<file path="config.mk">
export PLATFORM = sky130hd
export DESIGN_NAME = fsps_cpu_ctl_flat
export DESIGN_NICKNAME = d
export VERILOG_FILES = /design/src/fsps_pkg.sv /design/src/fsps_if.sv /design/src/fsps_cpu_ctl.sv /design/src/flat_wrapper.sv
export SDC_FILE = /design/constraint.sdc
export NUM_CORES = 1
export LEC_CHECK = 0
export ABC_AREA = 1
export BUFFER_PORTS_ARGS = -buffer_cell sky130_fd_sc_hd__buf_2
export CAP_MARGIN = 25
export CORE_MARGIN = 4
export CORE_UTILIZATION = 33
export DETAILED_ROUTE_END_ITERATION = 8
export MAX_ROUTING_LAYER = met4
export PLACE_DENSITY = 0.58
export SYNTH_ARGS = -nofsm -noshare
export SYNTH_HDL_FRONTEND = slang
export SYNTH_SLANG_ARGS = --single-unit
</file>
<file path="constraint.sdc">
create_clock -name aclk -period 1.9 [get_ports aclk]
set_clock_uncertainty 0.05 [all_clocks]
set_input_delay 0.19 -clock aclk [delete_from_list [all_inputs] [get_ports aclk]]
set_output_delay 0.19 -clock aclk [all_outputs]
set_load 0.01 [all_outputs]
</file>
<file path="src/fsps_pkg.sv">
/*
 * constants, field positions and types shared by both ends of the flash
 * self-programming sequencer and its processor-side controller.
 * assumes nothing beyond a SystemVerilog compiler.
 */
package fsps_pkg;
    // array geometry
    localparam int ROW_INSTRS   = 64;
    localparam int ROW_BYTES    = 192;
    localparam int PAGE_ROWS    = 8;
    localparam int PAGE_INSTRS  = 512;
    localparam int PAGE_BYTES   = 1536;
    localparam int FLASH_INSTRS = 4096;
    localparam int FLASH_IDX_W  = 12;
    localparam int BUF_IDX_W    = 6;
    localparam int WALK_W       = 10;
    localparam int WORD_W       = 24;
    localparam int DATA_W       = 16;
    localparam int PAGE_W       = 8;
    localparam int TIMER_W      = 24;
    localparam logic [WORD_W-1:0] ERASED_WORD = 24'hffffff;
    localparam logic [FLASH_IDX_W-1:0] ROW_MASK  = 12'h03f;
    localparam logic [FLASH_IDX_W-1:0] PAGE_MASK = 12'h1ff;

    // control register fields
    localparam int CTRL_START_BIT  = 15;
    localparam int CTRL_ENABLE_BIT = 14;
    localparam int CTRL_OP_LSB     = 0;
    localparam int CTRL_OP_W       = 4;
    localparam logic [DATA_W-1:0]    CTRL_RESET = 16'h0000;
    localparam logic [CTRL_OP_W-1:0] OP_ROW     = 4'h1;
    localparam logic [CTRL_OP_W-1:0] OP_ERASE   = 4'h2;
    localparam logic [CTRL_OP_W-1:0] OP_WORD    = 4'h3;

    // unlock keys and special register select
    localparam logic [7:0] KEY_FIRST    = 8'h55;
    localparam logic [7:0] KEY_SECOND   = 8'haa;
    localparam logic       SFR_SEL_CTRL = 1'b0;
    localparam logic       SFR_SEL_KEY  = 1'b1;

    // timing in oscillator cycles; NOP_AFTER_START in clock cycles
    localparam int ROW_WRITE_OSC_CYCLES  = 11064;
    localparam int PAGE_ERASE_OSC_CYCLES = 20000;
    localparam int WORD_WRITE_OSC_CYCLES = 400;
    localparam int NOP_AFTER_START       = 2;

    // controller register map (byte addresses)
    localparam int AXI_ADDR_W = 8;
    localparam logic [AXI_ADDR_W-1:0] REG_CMD    = 8'h00;
    localparam logic [AXI_ADDR_W-1:0] REG_ADDR   = 8'h04;
    localparam logic [AXI_ADDR_W-1:0] REG_DATA   = 8'h08;
    localparam logic [AXI_ADDR_W-1:0] REG_STATUS = 8'h0c;
    localparam logic [AXI_ADDR_W-1:0] REG_RDATA  = 8'h10;
    localparam logic [AXI_ADDR_W-1:0] REG_CTRL   = 8'h14;
    localparam logic [1:0] AXI_OKAY   = 2'b00;
    localparam logic [1:0] AXI_SLVERR = 2'b10;

    typedef enum logic [2:0] {
        CMD_NONE, CMD_TBL_LO, CMD_TBL_HI, CMD_CTRL, CMD_KEY, CMD_TBL_RD, CMD_UNLOCK_START
    } fsps_cmd_t;
    typedef enum logic [1:0] {KEY_LOCKED, KEY_GOT_FIRST, KEY_ARMED} fsps_key_t;
    typedef enum logic {D_IDLE, D_RUN} fsps_dev_state_t;
    typedef enum logic [2:0] {H_IDLE, H_ISSUE, H_SETTLE, H_WAIT, H_NOP} fsps_host_state_t;
endpackage : fsps_pkg

</file>
<file path="src/fsps_if.sv">
/*
 * link between the processor-side controller and the flash sequencer.
 * assumes both ends run on the same clock; pulses last one cycle.
 */
`timescale 1ns/1ps
interface fsps_if;
    logic        tbl_wr_lo;
    logic        tbl_wr_hi;
    logic        tbl_rd;
    logic [7:0]  tbl_page;
    logic [15:0] tbl_addr;
    logic [15:0] tbl_wdata;
    logic        sfr_wr;
    logic        sfr_sel;
    logic [15:0] sfr_wdata;
    logic        stall;
    logic [15:0] ctrl_rdata;
    logic [23:0] tbl_rdata;

    modport dev (input tbl_wr_lo, tbl_wr_hi, tbl_rd, tbl_page, tbl_addr, tbl_wdata,
                 input sfr_wr, sfr_sel, sfr_wdata,
                 output stall, ctrl_rdata, tbl_rdata);
    modport cpu (output tbl_wr_lo, tbl_wr_hi, tbl_rd, tbl_page, tbl_addr, tbl_wdata,
                 output sfr_wr, sfr_sel, sfr_wdata,
                 input stall, ctrl_rdata, tbl_rdata);
endinterface : fsps_if

</file>
<file path="src/fsps_cpu_ctl.sv">
/*
 * processor-side controller: takes commands over AXI4-Lite and plays them
 * onto the flash link as table writes, table reads, key writes and control writes.
 * assumes the flash end answers with stall as documented in the link.
 */
// Local design decisions: the register addresses and the AXI4-Lite register port.
`timescale 1ns/1ps
module fsps_cpu_ctl (
    // clock and reset
    input  wire logic                            aclk,
    input  wire logic                            aresetn,
    // axi4-lite write
    input  wire logic [fsps_pkg::AXI_ADDR_W-1:0] s_axi_awaddr,
    input  wire logic                            s_axi_awvalid,
    output logic                                 s_axi_awready,
    input  wire logic [31:0]                     s_axi_wdata,
    input  wire logic [3:0]                      s_axi_wstrb,
    input  wire logic                            s_axi_wvalid,
    output logic                                 s_axi_wready,
    output logic [1:0]                           s_axi_bresp,
    output logic                                 s_axi_bvalid,
    input  wire logic                            s_axi_bready,
    // axi4-lite read
    input  wire logic [fsps_pkg::AXI_ADDR_W-1:0] s_axi_araddr,
    input  wire logic                            s_axi_arvalid,
    output logic                                 s_axi_arready,
    output logic [31:0]                          s_axi_rdata,
    output logic [1:0]                           s_axi_rresp,
    output logic                                 s_axi_rvalid,
    input  wire logic                            s_axi_rready,
    // flash link
    fsps_if.cpu                                  cpu
);
    import fsps_pkg::*;

    logic [AXI_ADDR_W-1:0] aw_addr;
    logic [31:0]           w_data;
    logic                  aw_got;
    logic                  w_got;
    logic [WORD_W-1:0]     addr_q;
    logic [DATA_W-1:0]     data_q;
    logic [WORD_W-1:0]     rd_q;
    fsps_cmd_t             cmd_q;
    fsps_host_state_t      state;
    logic [1:0]            step;
    logic [1:0]            nop_cnt;
    fsps_cmd_t             cur_op;

    wire aw_take = s_axi_awvalid & s_axi_awready;
    wire w_take  = s_axi_wvalid & s_axi_wready;
    wire ar_take = s_axi_arvalid & s_axi_arready;
    wire wr_fire = aw_got & w_got & ~s_axi_bvalid;
    wire wr_ok   = (aw_addr == REG_CMD) | (aw_addr == REG_ADDR) | (aw_addr == REG_DATA);
    wire rd_ok   = (s_axi_araddr == REG_ADDR) | (s_axi_araddr == REG_DATA)
                   | (s_axi_araddr == REG_STATUS) | (s_axi_araddr == REG_RDATA)
                   | (s_axi_araddr == REG_CTRL);
    wire [31:0] rd_mux =
        (s_axi_araddr == REG_ADDR)   ? {8'h00, addr_q} :
        (s_axi_araddr == REG_DATA)   ? {16'h0000, data_q} :
        (s_axi_araddr == REG_STATUS) ? {30'h0, cpu.stall, state != H_IDLE} :
        (s_axi_araddr == REG_RDATA)  ? {8'h00, rd_q} :
        (s_axi_araddr == REG_CTRL)   ? {16'h0000, cpu.ctrl_rdata} : 32'h0;
    wire       cmd_wr  = wr_fire & (aw_addr == REG_CMD) & (state == H_IDLE);
    fsps_cmd_t new_cmd;
    assign new_cmd = fsps_cmd_t'(w_data[2:0]);
    wire last_step = (cmd_q != CMD_UNLOCK_START) | (step == 2'd2);

    // unlock runs key, key, start back to back with nothing between
    always_comb begin
        cur_op = cmd_q;
        if (cmd_q == CMD_UNLOCK_START)
            cur_op = (step == 2'd2) ? CMD_CTRL : CMD_KEY;
    end

    assign cpu.tbl_page  = addr_q[WORD_W-1:DATA_W];
    assign cpu.tbl_addr  = addr_q[DATA_W-1:0];
    assign cpu.tbl_wdata = data_q;

    // axi write channel
    always_ff @(posedge aclk) begin
        if (!aresetn) begin
            aw_got <= 1'b0;
            w_got  <= 1'b0;
            aw_addr <= '0;
            w_data  <= '0;
            s_axi_awready <= 1'b0;
            s_axi_wready  <= 1'b0;
            s_axi_bvalid  <= 1'b0;
            s_axi_bresp   <= AXI_OKAY;
        end else begin
            if (aw_take) begin
                aw_got  <= 1'b1;
                aw_addr <= s_axi_awaddr;
            end else if (wr_fire) begin
                aw_got <= 1'b0;
            end
            if (w_take) begin
                w_got  <= 1'b1;
                w_data <= s_axi_wdata;
            end else if (wr_fire) begin
                w_got <= 1'b0;
            end
            s_axi_awready <= ~(aw_got | aw_take) & ~s_axi_bvalid & ~wr_fire;
            s_axi_wready  <= ~(w_got | w_take) & ~s_axi_bvalid & ~wr_fire;
            if (wr_fire) begin
                s_axi_bvalid <= 1'b1;
                s_axi_bresp  <= wr_ok ? AXI_OKAY : AXI_SLVERR;
            end else if (s_axi_bvalid & s_axi_bready) begin
                s_axi_bvalid <= 1'b0;
            end
        end
    end

    // axi read channel
    always_ff @(posedge aclk) begin
        if (!aresetn) begin
            s_axi_arready <= 1'b0;
            s_axi_rvalid  <= 1'b0;
            s_axi_rdata   <= '0;
            s_axi_rresp   <= AXI_OKAY;
        end else begin
            s_axi_arready <= ~s_axi_rvalid & ~ar_take;
            if (ar_take) begin
                s_axi_rvalid <= 1'b1;
                s_axi_rdata  <= rd_mux;
                s_axi_rresp  <= rd_ok ? AXI_OKAY : AXI_SLVERR;
            end else if (s_axi_rvalid & s_axi_rready) begin
                s_axi_rvalid <= 1'b0;
            end
        end
    end

    // operand registers; byte strobes ignored, whole word taken
    always_ff @(posedge aclk) begin
        if (!aresetn) begin
            addr_q <= '0;
            data_q <= '0;
            rd_q   <= '0;
        end else begin
            if (wr_fire && (aw_addr == REG_ADDR))
                addr_q <= w_data[WORD_W-1:0];
            if (wr_fire && (aw_addr == REG_DATA))
                data_q <= w_data[DATA_W-1:0];
            if ((state == H_WAIT) && (cmd_q == CMD_TBL_RD))
                rd_q <= cpu.tbl_rdata;
        end
    end

    // link sequencer: issue, let the pulse land, wait out the stall
    always_ff @(posedge aclk) begin
        if (!aresetn) begin
            state   <= H_IDLE;
            cmd_q   <= CMD_NONE;
            step    <= '0;
            nop_cnt <= '0;
            cpu.tbl_wr_lo <= 1'b0;
            cpu.tbl_wr_hi <= 1'b0;
            cpu.tbl_rd    <= 1'b0;
            cpu.sfr_wr    <= 1'b0;
            cpu.sfr_sel   <= SFR_SEL_CTRL;
            cpu.sfr_wdata <= '0;
        end else begin
            cpu.tbl_wr_lo <= 1'b0;
            cpu.tbl_wr_hi <= 1'b0;
            cpu.tbl_rd    <= 1'b0;
            cpu.sfr_wr    <= 1'b0;
            unique case (state)
                H_IDLE: begin
                    if (cmd_wr && (new_cmd != CMD_NONE)) begin
                        cmd_q <= new_cmd;
                        step  <= '0;
                        state <= H_ISSUE;
                    end
                end
                H_ISSUE: begin
                    cpu.tbl_wr_lo <= (cur_op == CMD_TBL_LO);
                    cpu.tbl_wr_hi <= (cur_op == CMD_TBL_HI);
                    cpu.tbl_rd    <= (cur_op == CMD_TBL_RD);
                    cpu.sfr_wr    <= (cur_op == CMD_CTRL) | (cur_op == CMD_KEY);
                    cpu.sfr_sel   <= (cur_op == CMD_KEY) ? SFR_SEL_KEY : SFR_SEL_CTRL;
                    if (cmd_q != CMD_UNLOCK_START)
                        cpu.sfr_wdata <= data_q;
                    else if (step == 2'd0)
                        cpu.sfr_wdata <= {8'h00, KEY_FIRST};
                    else if (step == 2'd1)
                        cpu.sfr_wdata <= {8'h00, KEY_SECOND};
                    else
                        cpu.sfr_wdata <= {1'b1, data_q[CTRL_START_BIT-1:0]};
                    state <= H_SETTLE;
                end
                H_SETTLE: state <= H_WAIT;
                H_WAIT: begin
                    if (!cpu.stall) begin
                        if (!last_step) begin
                            step  <= step + 2'd1;
                            state <= H_ISSUE;
                        end else if (cmd_q == CMD_UNLOCK_START) begin
                            nop_cnt <= 2'(NOP_AFTER_START - 1);
                            state   <= H_NOP;
                        end else begin
                            state <= H_IDLE;
                        end
                    end
                end
                H_NOP: begin
                    if (nop_cnt == '0)
                        state <= H_IDLE;
                    else
                        nop_cnt <= nop_cnt - 2'd1;
                end
                default: state <= H_IDLE;
            endcase
        end
    end
endmodule : fsps_cpu_ctl

</file>
<file path="src/flat_wrapper.sv">
// flat-port wrapper written by rule: the top's interface ports become plain ports
module fsps_cpu_ctl_flat import fsps_pkg::*;
  (aclk, aresetn, s_axi_awaddr, s_axi_awvalid, s_axi_awready, s_axi_wdata, s_axi_wstrb, s_axi_wvalid, s_axi_wready, s_axi_bresp, s_axi_bvalid, s_axi_bready, s_axi_araddr, s_axi_arvalid, s_axi_arready, s_axi_rdata, s_axi_rresp, s_axi_rvalid, s_axi_rready, cpu_tbl_wr_lo, cpu_tbl_wr_hi, cpu_tbl_rd, cpu_tbl_page, cpu_tbl_addr, cpu_tbl_wdata, cpu_sfr_wr, cpu_sfr_sel, cpu_sfr_wdata, cpu_stall, cpu_ctrl_rdata, cpu_tbl_rdata);
  fsps_if cpu_i ();
  input  wire logic aclk;
  input  wire logic aresetn;
  input  wire logic [fsps_pkg::AXI_ADDR_W-1:0] s_axi_awaddr;
  input  wire logic s_axi_awvalid;
  output logic s_axi_awready;
  input  wire logic [31:0] s_axi_wdata;
  input  wire logic [3:0] s_axi_wstrb;
  input  wire logic s_axi_wvalid;
  output logic s_axi_wready;
  output logic [1:0] s_axi_bresp;
  output logic s_axi_bvalid;
  input  wire logic s_axi_bready;
  input  wire logic [fsps_pkg::AXI_ADDR_W-1:0] s_axi_araddr;
  input  wire logic s_axi_arvalid;
  output logic s_axi_arready;
  output logic [31:0] s_axi_rdata;
  output logic [1:0] s_axi_rresp;
  output logic s_axi_rvalid;
  input  wire logic s_axi_rready;
  output wire logic [$bits(cpu_i.tbl_wr_lo)-1:0] cpu_tbl_wr_lo;
  output wire logic [$bits(cpu_i.tbl_wr_hi)-1:0] cpu_tbl_wr_hi;
  output wire logic [$bits(cpu_i.tbl_rd)-1:0] cpu_tbl_rd;
  output wire logic [$bits(cpu_i.tbl_page)-1:0] cpu_tbl_page;
  output wire logic [$bits(cpu_i.tbl_addr)-1:0] cpu_tbl_addr;
  output wire logic [$bits(cpu_i.tbl_wdata)-1:0] cpu_tbl_wdata;
  output wire logic [$bits(cpu_i.sfr_wr)-1:0] cpu_sfr_wr;
  output wire logic [$bits(cpu_i.sfr_sel)-1:0] cpu_sfr_sel;
  output wire logic [$bits(cpu_i.sfr_wdata)-1:0] cpu_sfr_wdata;
  input wire logic [$bits(cpu_i.stall)-1:0] cpu_stall;
  input wire logic [$bits(cpu_i.ctrl_rdata)-1:0] cpu_ctrl_rdata;
  input wire logic [$bits(cpu_i.tbl_rdata)-1:0] cpu_tbl_rdata;
  assign cpu_tbl_wr_lo = cpu_i.tbl_wr_lo;
  assign cpu_tbl_wr_hi = cpu_i.tbl_wr_hi;
  assign cpu_tbl_rd = cpu_i.tbl_rd;
  assign cpu_tbl_page = cpu_i.tbl_page;
  assign cpu_tbl_addr = cpu_i.tbl_addr;
  assign cpu_tbl_wdata = cpu_i.tbl_wdata;
  assign cpu_sfr_wr = cpu_i.sfr_wr;
  assign cpu_sfr_sel = cpu_i.sfr_sel;
  assign cpu_sfr_wdata = cpu_i.sfr_wdata;
  assign cpu_i.stall = cpu_stall;
  assign cpu_i.ctrl_rdata = cpu_ctrl_rdata;
  assign cpu_i.tbl_rdata = cpu_tbl_rdata;
  fsps_cpu_ctl u_core (.aclk(aclk), .aresetn(aresetn), .s_axi_awaddr(s_axi_awaddr), .s_axi_awvalid(s_axi_awvalid), .s_axi_awready(s_axi_awready), .s_axi_wdata(s_axi_wdata), .s_axi_wstrb(s_axi_wstrb), .s_axi_wvalid(s_axi_wvalid), .s_axi_wready(s_axi_wready), .s_axi_bresp(s_axi_bresp), .s_axi_bvalid(s_axi_bvalid), .s_axi_bready(s_axi_bready), .s_axi_araddr(s_axi_araddr), .s_axi_arvalid(s_axi_arvalid), .s_axi_arready(s_axi_arready), .s_axi_rdata(s_axi_rdata), .s_axi_rresp(s_axi_rresp), .s_axi_rvalid(s_axi_rvalid), .s_axi_rready(s_axi_rready), .cpu(cpu_i));
endmodule
</file>
# Word level (Yosys, flattened, before mapping)
# Cells that the tools add are included.
dict set report totals {
  word_cells 141
  ff_bits 170
}
dict set report op_classes {
  n_eq_ne 28
  n_reduce_logical 21
  bitwise_logic 30
  muxes 35
  add_sub_neg 2
}
# cell n
set ops {}
lappend ops {{$mux 32} 4}
lappend ops {{$mux 16} 4}
lappend ops {{$eq 8x4->1 const B} 3}
lappend ops {{$mux 3} 7}
lappend ops {{$mux 2} 9}
lappend ops {{$eq 8x3->1 const B} 2}
lappend ops {{$eq 8x5->1 const B} 2}
lappend ops {{$eq 3x3->1 const B} 5}
lappend ops {{$pmux 3 s5} 1}
lappend ops {{$and 1x1->1} 14}
lappend ops {{$eq 3x2->1 const B} 4}
lappend ops {{$reduce_bool 2->1} 6}
lappend ops {{$ne 2x2->1 const B} 5}
lappend ops {{$or 1x1->1} 10}
lappend ops {{$logic_not 8->1} 1}
lappend ops {{$mux 1} 8}
lappend ops {{$pmux 2 s2} 2}
lappend ops {{$eq 3x1->1 const B} 2}
lappend ops {{$not 1->1} 6}
lappend ops {{$reduce_bool 3->1} 2}
lappend ops {{$reduce_and 5->1} 1}
lappend ops {{$logic_and 1x1->1} 4}
lappend ops {{$logic_not 2->1} 2}
lappend ops {{$ne 2x1->1 const B} 2}
lappend ops {{9 further kinds} 10}

# Logic depth before layout (Yosys ltp)
dict set report depth {
  depth_word 7
  depth_mapped 11
  mapped_depth_nobuf 11
}

# Worst setup path before layout
# Ideal clock, no wire load.
dict set report synth_path {
  path_type {register to register}
  startpoint {register u_core.s_axi_bvalid}
  endpoint {register u_core.data_q[2] (netlist: u_core.cpu.tbl_wdata[2])}
  t_required_ns 1.730
  slack_ns 0.526
  arrival_time_ns 1.204
  period_less_slack_ns 1.374
  setup_time_ns 0.120
  path_stages_with_launch 9
  path_cell_list {dfxtp_1 inv_1 nand3_2 inv_1 and3_1 buf_2 buf_6 o21ai_1 a21oi_1}
}
dict set report synth_between {
  elab_chain_cells 3
}
# item line_no
set synth_rtl {}
lappend synth_rtl {{from (decl)} fsps_cpu_ctl.sv:21} ;# output logic s_axi_bvalid,
lappend synth_rtl {{from (signal assigned)} fsps_cpu_ctl.sv:88} ;# s_axi_bvalid <= 1'b0;
lappend synth_rtl {{from (signal assigned)} fsps_cpu_ctl.sv:106} ;# s_axi_bvalid <= 1'b1;
lappend synth_rtl {{from (signal assigned)} fsps_cpu_ctl.sv:109} ;# s_axi_bvalid <= 1'b0;
lappend synth_rtl {{$not 1->1} fsps_cpu_ctl.sv:52} ;# wire wr_fire = aw_got & w_got & ~s_axi_bvalid;
lappend synth_rtl {{$and 1x1->1} fsps_cpu_ctl.sv:52}
lappend synth_rtl {{$logic_and 1x1->1} fsps_cpu_ctl.sv:142} ;# if (wr_fire && (aw_addr == REG_DATA))
lappend synth_rtl {{to (signal assigned)} fsps_cpu_ctl.sv:143} ;# data_q <= w_data[DATA_W-1:0];
lappend synth_rtl {{to (decl)} fsps_cpu_ctl.sv:41} ;# logic [DATA_W-1:0] data_q;
# No other way between the ends.
# A chain may end at the register's enable or synchronous reset.

# Final worst setup path
dict set report layout_path {
  startpoint {register u_core.aw_addr[0]}
  endpoint {register u_core.addr_q[13]}
}
dict set report layout_between {
  elab_chain_cells 2
}
# item line_no
set layout_rtl {}
lappend layout_rtl {{from (decl)} fsps_cpu_ctl.sv:36} ;# logic [AXI_ADDR_W-1:0] aw_addr;
lappend layout_rtl {{from (signal assigned)} fsps_cpu_ctl.sv:93} ;# aw_addr <= s_axi_awaddr;
lappend layout_rtl {{$eq 8x3->1} fsps_cpu_ctl.sv:140} ;# if (wr_fire && (aw_addr == REG_ADDR))
lappend layout_rtl {{$logic_and 1x1->1} fsps_cpu_ctl.sv:140}
lappend layout_rtl {{to (signal assigned)} fsps_cpu_ctl.sv:141} ;# addr_q <= w_data[WORD_W-1:0];
lappend layout_rtl {{to (decl)} fsps_cpu_ctl.sv:40} ;# logic [WORD_W-1:0] addr_q;
# No other way between the ends.

==> impl_metrics.env <==
export IMPL_status="finished clean"
export IMPL_place_gp_congestion=0.808
export IMPL_preCtsSetupSlack_ns=0.274
export IMPL_grt_max_degree=44
export IMPL_h_tree_depth=4
export IMPL_place_hpwl_mm=14.7
export IMPL_finalCritPeriodShare=0.842
export IMPL_cts_buffers=17
export IMPL_grt_pass1_wl_mm=32.6
export IMPL_clk_path_buf_depth=2
export IMPL_wl_met3_mm=1.36
export IMPL_crit_arrival_ns=1.91
export IMPL_track_usage=0.191
export IMPL_period_needed_ns=1.60
export IMPL_total_leakage_power_nw=4.16
export IMPL_wl_met2_mm=9.44
export IMPL_initial_utilization=0.337
export IMPL_viasPerCell=4.66
export IMPL_r2r_slack_ns=0.30
export IMPL_fmax_ghz=0.625
export IMPL_grt_overflow_total=0
export IMPL_wl_met1_mm=9.39
export IMPL_yosys_area_top_type="dfxtp_1"
export IMPL_via_count=6428
export IMPL_p_total_mw=7.86
export IMPL_setup_ws_ns=0.300
export IMPL_yosysWarningCount=0
export IMPL_hold_viol=0
export IMPL_root_buffer="clkbuf_16"
export IMPL_die_w_um=150
export IMPL_postRouteAntennaNets=0
export IMPL_numClockSinks=160
export IMPL_critPathKind="flip-flop to flip-flop"
export IMPL_required_ns=2.21
export IMPL_drv_cap=0
export IMPL_ctsResizeCount=0
export IMPL_wl_per_cell_um=14.9
export IMPL_fin_hold_ws_ns=0.0169
export IMPL_drt_initial_drc_count=371
export IMPL_yosys_register_bits=160
export IMPL_clk_latency_ns=0.43
export IMPL_layout_drive_gt1_share=0.240
export IMPL_fin_setup_tns_ns=0
export IMPL_vdd_drop_max_v=0.000592
export IMPL_cp_max_fo=32
export IMPL_hold_path_class="input port to flip-flop"
export IMPL_route_detailed_drc=0
export IMPL_syn_cell_area_mm2=0.00661
export IMPL_io_pin_count=202
export IMPL_holdBufCountCts=58
export IMPL_drt_wl_total_mm=20.5
export IMPL_start_kind="flip-flop"
export IMPL_cts_clk_slew_worst_paths_ns=0.07
export IMPL_die_h_um=150
export IMPL_synth_top_area_frac=0.485
export IMPL_yosysSeqAreaShare=0.485
export IMPL_crit_path_end_kind="flip-flop"
export IMPL_synth_area_top_cells="dfxtp_1 48%, nand2_1 7.8%, o21ai_0 7.0%, nor2_1 6.8%, a21oi_1 5.2%"
export IMPL_antenna_found_initial=1
export IMPL_final_setup_viol_count=0
export IMPL_synth_cell_types=30
export IMPL_grt_pass1_vias=6218
export IMPL_drtPass1Iterations=5
export IMPL_routed_top_layer="met4"
export IMPL_postSynthAreaPerCell_um2=7.57
export IMPL_nNetsFinal=1205
export IMPL_cts_tree="yes"
export IMPL_io_buffers=179
export IMPL_slew_viol_final=0
export IMPL_dieArea_mm2=0.0224
export IMPL_fp_row_count=51
export IMPL_synthCells=873
export IMPL_core_mm2=0.0196
export IMPL_areaGrowthSynthToFinish_pct=36.2
export IMPL_power_density_mw_per_mm2=874
export IMPL_postCtsSetupBuffers=0
export IMPL_rsz0062_at_grt="false"
[report_power, final]
part	switching [mW]	internal [mW]
Sequential	0.0673	3.48
Combinational	0.476	0.347
Clock	1.52	1.98
Total	2.06	5.80
[worst max-delay path, stage by stage (launching register included)]
cell	delay (ns)
dfxtp_1	0.32
nor2_2	0.17
inv_2	0.07
nor3_4	0.14
nand3_4	0.19
nor2_8	0.15
buf_12	0.22
o21ai_1	0.10
a21oi_2	0.10
[registers in the layout, indices dropped and copies added, names as in the netlist, 2 cells and up]
| register | cells |
|---|---|
| u_core.addr_q | 24 |
| u_core.aw_addr | 8 |
| u_core.cmd_q | 3 |
| u_core.cpu.sfr_wdata | 16 |
| u_core.cpu.tbl_wdata | 16 |
| u_core.nop_cnt | 2 |
| u_core.rd_q | 24 |
| u_core.s_axi_rdata | 24 |
| u_core.state | 3 |
| u_core.step | 2 |
| u_core.w_data | 24 |
[cell type report]
type                    instances  area, µm²
fillers                      2002      10600
flip-flops and latches        160       3200
multi-input cells             584       2810
repair buffers                261       1760
clock buffers                  17        425
well taps                     265        332
inverters                      77        289
clock inverters                15        174
diodes                          1       2.50
[cell families after synthesis]
| family | share of synthesized area |
|---|---|
| fa+ha+maj | 0.00757 |
| other cells | 0.000568 |
| compound gates | 0.200 |
| flops | 0.485 |
| buf+inv | 0.0947 |
| simple gates | 0.212 |
[per-layer routing]
metal	vias up	track usage
li1	3313	-
met1	2904	0.244
met2	189	0.301
met3	22	0.0515
met4	0	0.0517
met5	-	-
[final timing paths]
kind,from,endpoint,cells past startpoint
min,s_axi_wdata[11],u_core.w_data[11],3
max reg2reg,u_core.aw_addr[0],u_core.addr_q[13],8
min reg2reg,u_core.s_axi_rvalid,u_core.s_axi_arready,1
max,u_core.aw_addr[0],u_core.addr_q[13],8
[cells in the final DEF, fill, tap and decap left out, types with 3 or more instances in the layout]
cell           count
a21oi_2           16
a21oi_1           69
conb_1            10
buf_12             8
nor3_4             3
buf_4             17
dlygate4sd3_1     58
inv_1             73
nand4_1            4
o211ai_1          12
buf_2            178
nor2_1           120
ha_1               4
o21ai_0           93
nand2_1          138
nor2_2             5
a31oi_1           10
clkinvlp_4         4
inv_2              4
o21ai_1           41
nor3_1            14
dfxtp_1          160
nand3_1           35
clkbuf_16         17
inv_6              5
[Yosys cell counts]
master and number:
nor2_8 1, o21ai_1 41, and2_1 2, dfxtp_1 160, clkbuf_1 27, a21oi_1 69, o21bai_1 2, nand4_1 4
nor2_1 120, nand3_2 2, nor3_4 3, buf_4 14, inv_2 4, nand3_4 1, and3_1 1, ha_1 4
a21oi_2 16, buf_6 5, buf_1 1, nor2_2 5, nor4_1 1, o211ai_1 12, inv_1 73, nand3_1 35
buf_2 14, nor3_1 14, o21ai_0 93, conb_1 1, a31oi_1 10, nand2_1 138
[per-stage QoR]
stage / cells / util / area (µm²)
2_1_floorplan: 882 / - / 6640
3_3_place_gp: 1289 / 0.399 / 7820
3_5_place_dp: 1289 / 0.399 / 7820
4_1_cts: 1379 / 0.459 / 8990
5_1_grt: 1380 / 0.459 / 9000
6_report: 1380 / 0.459 / 9000
Power figures use the tool's default switching activity.
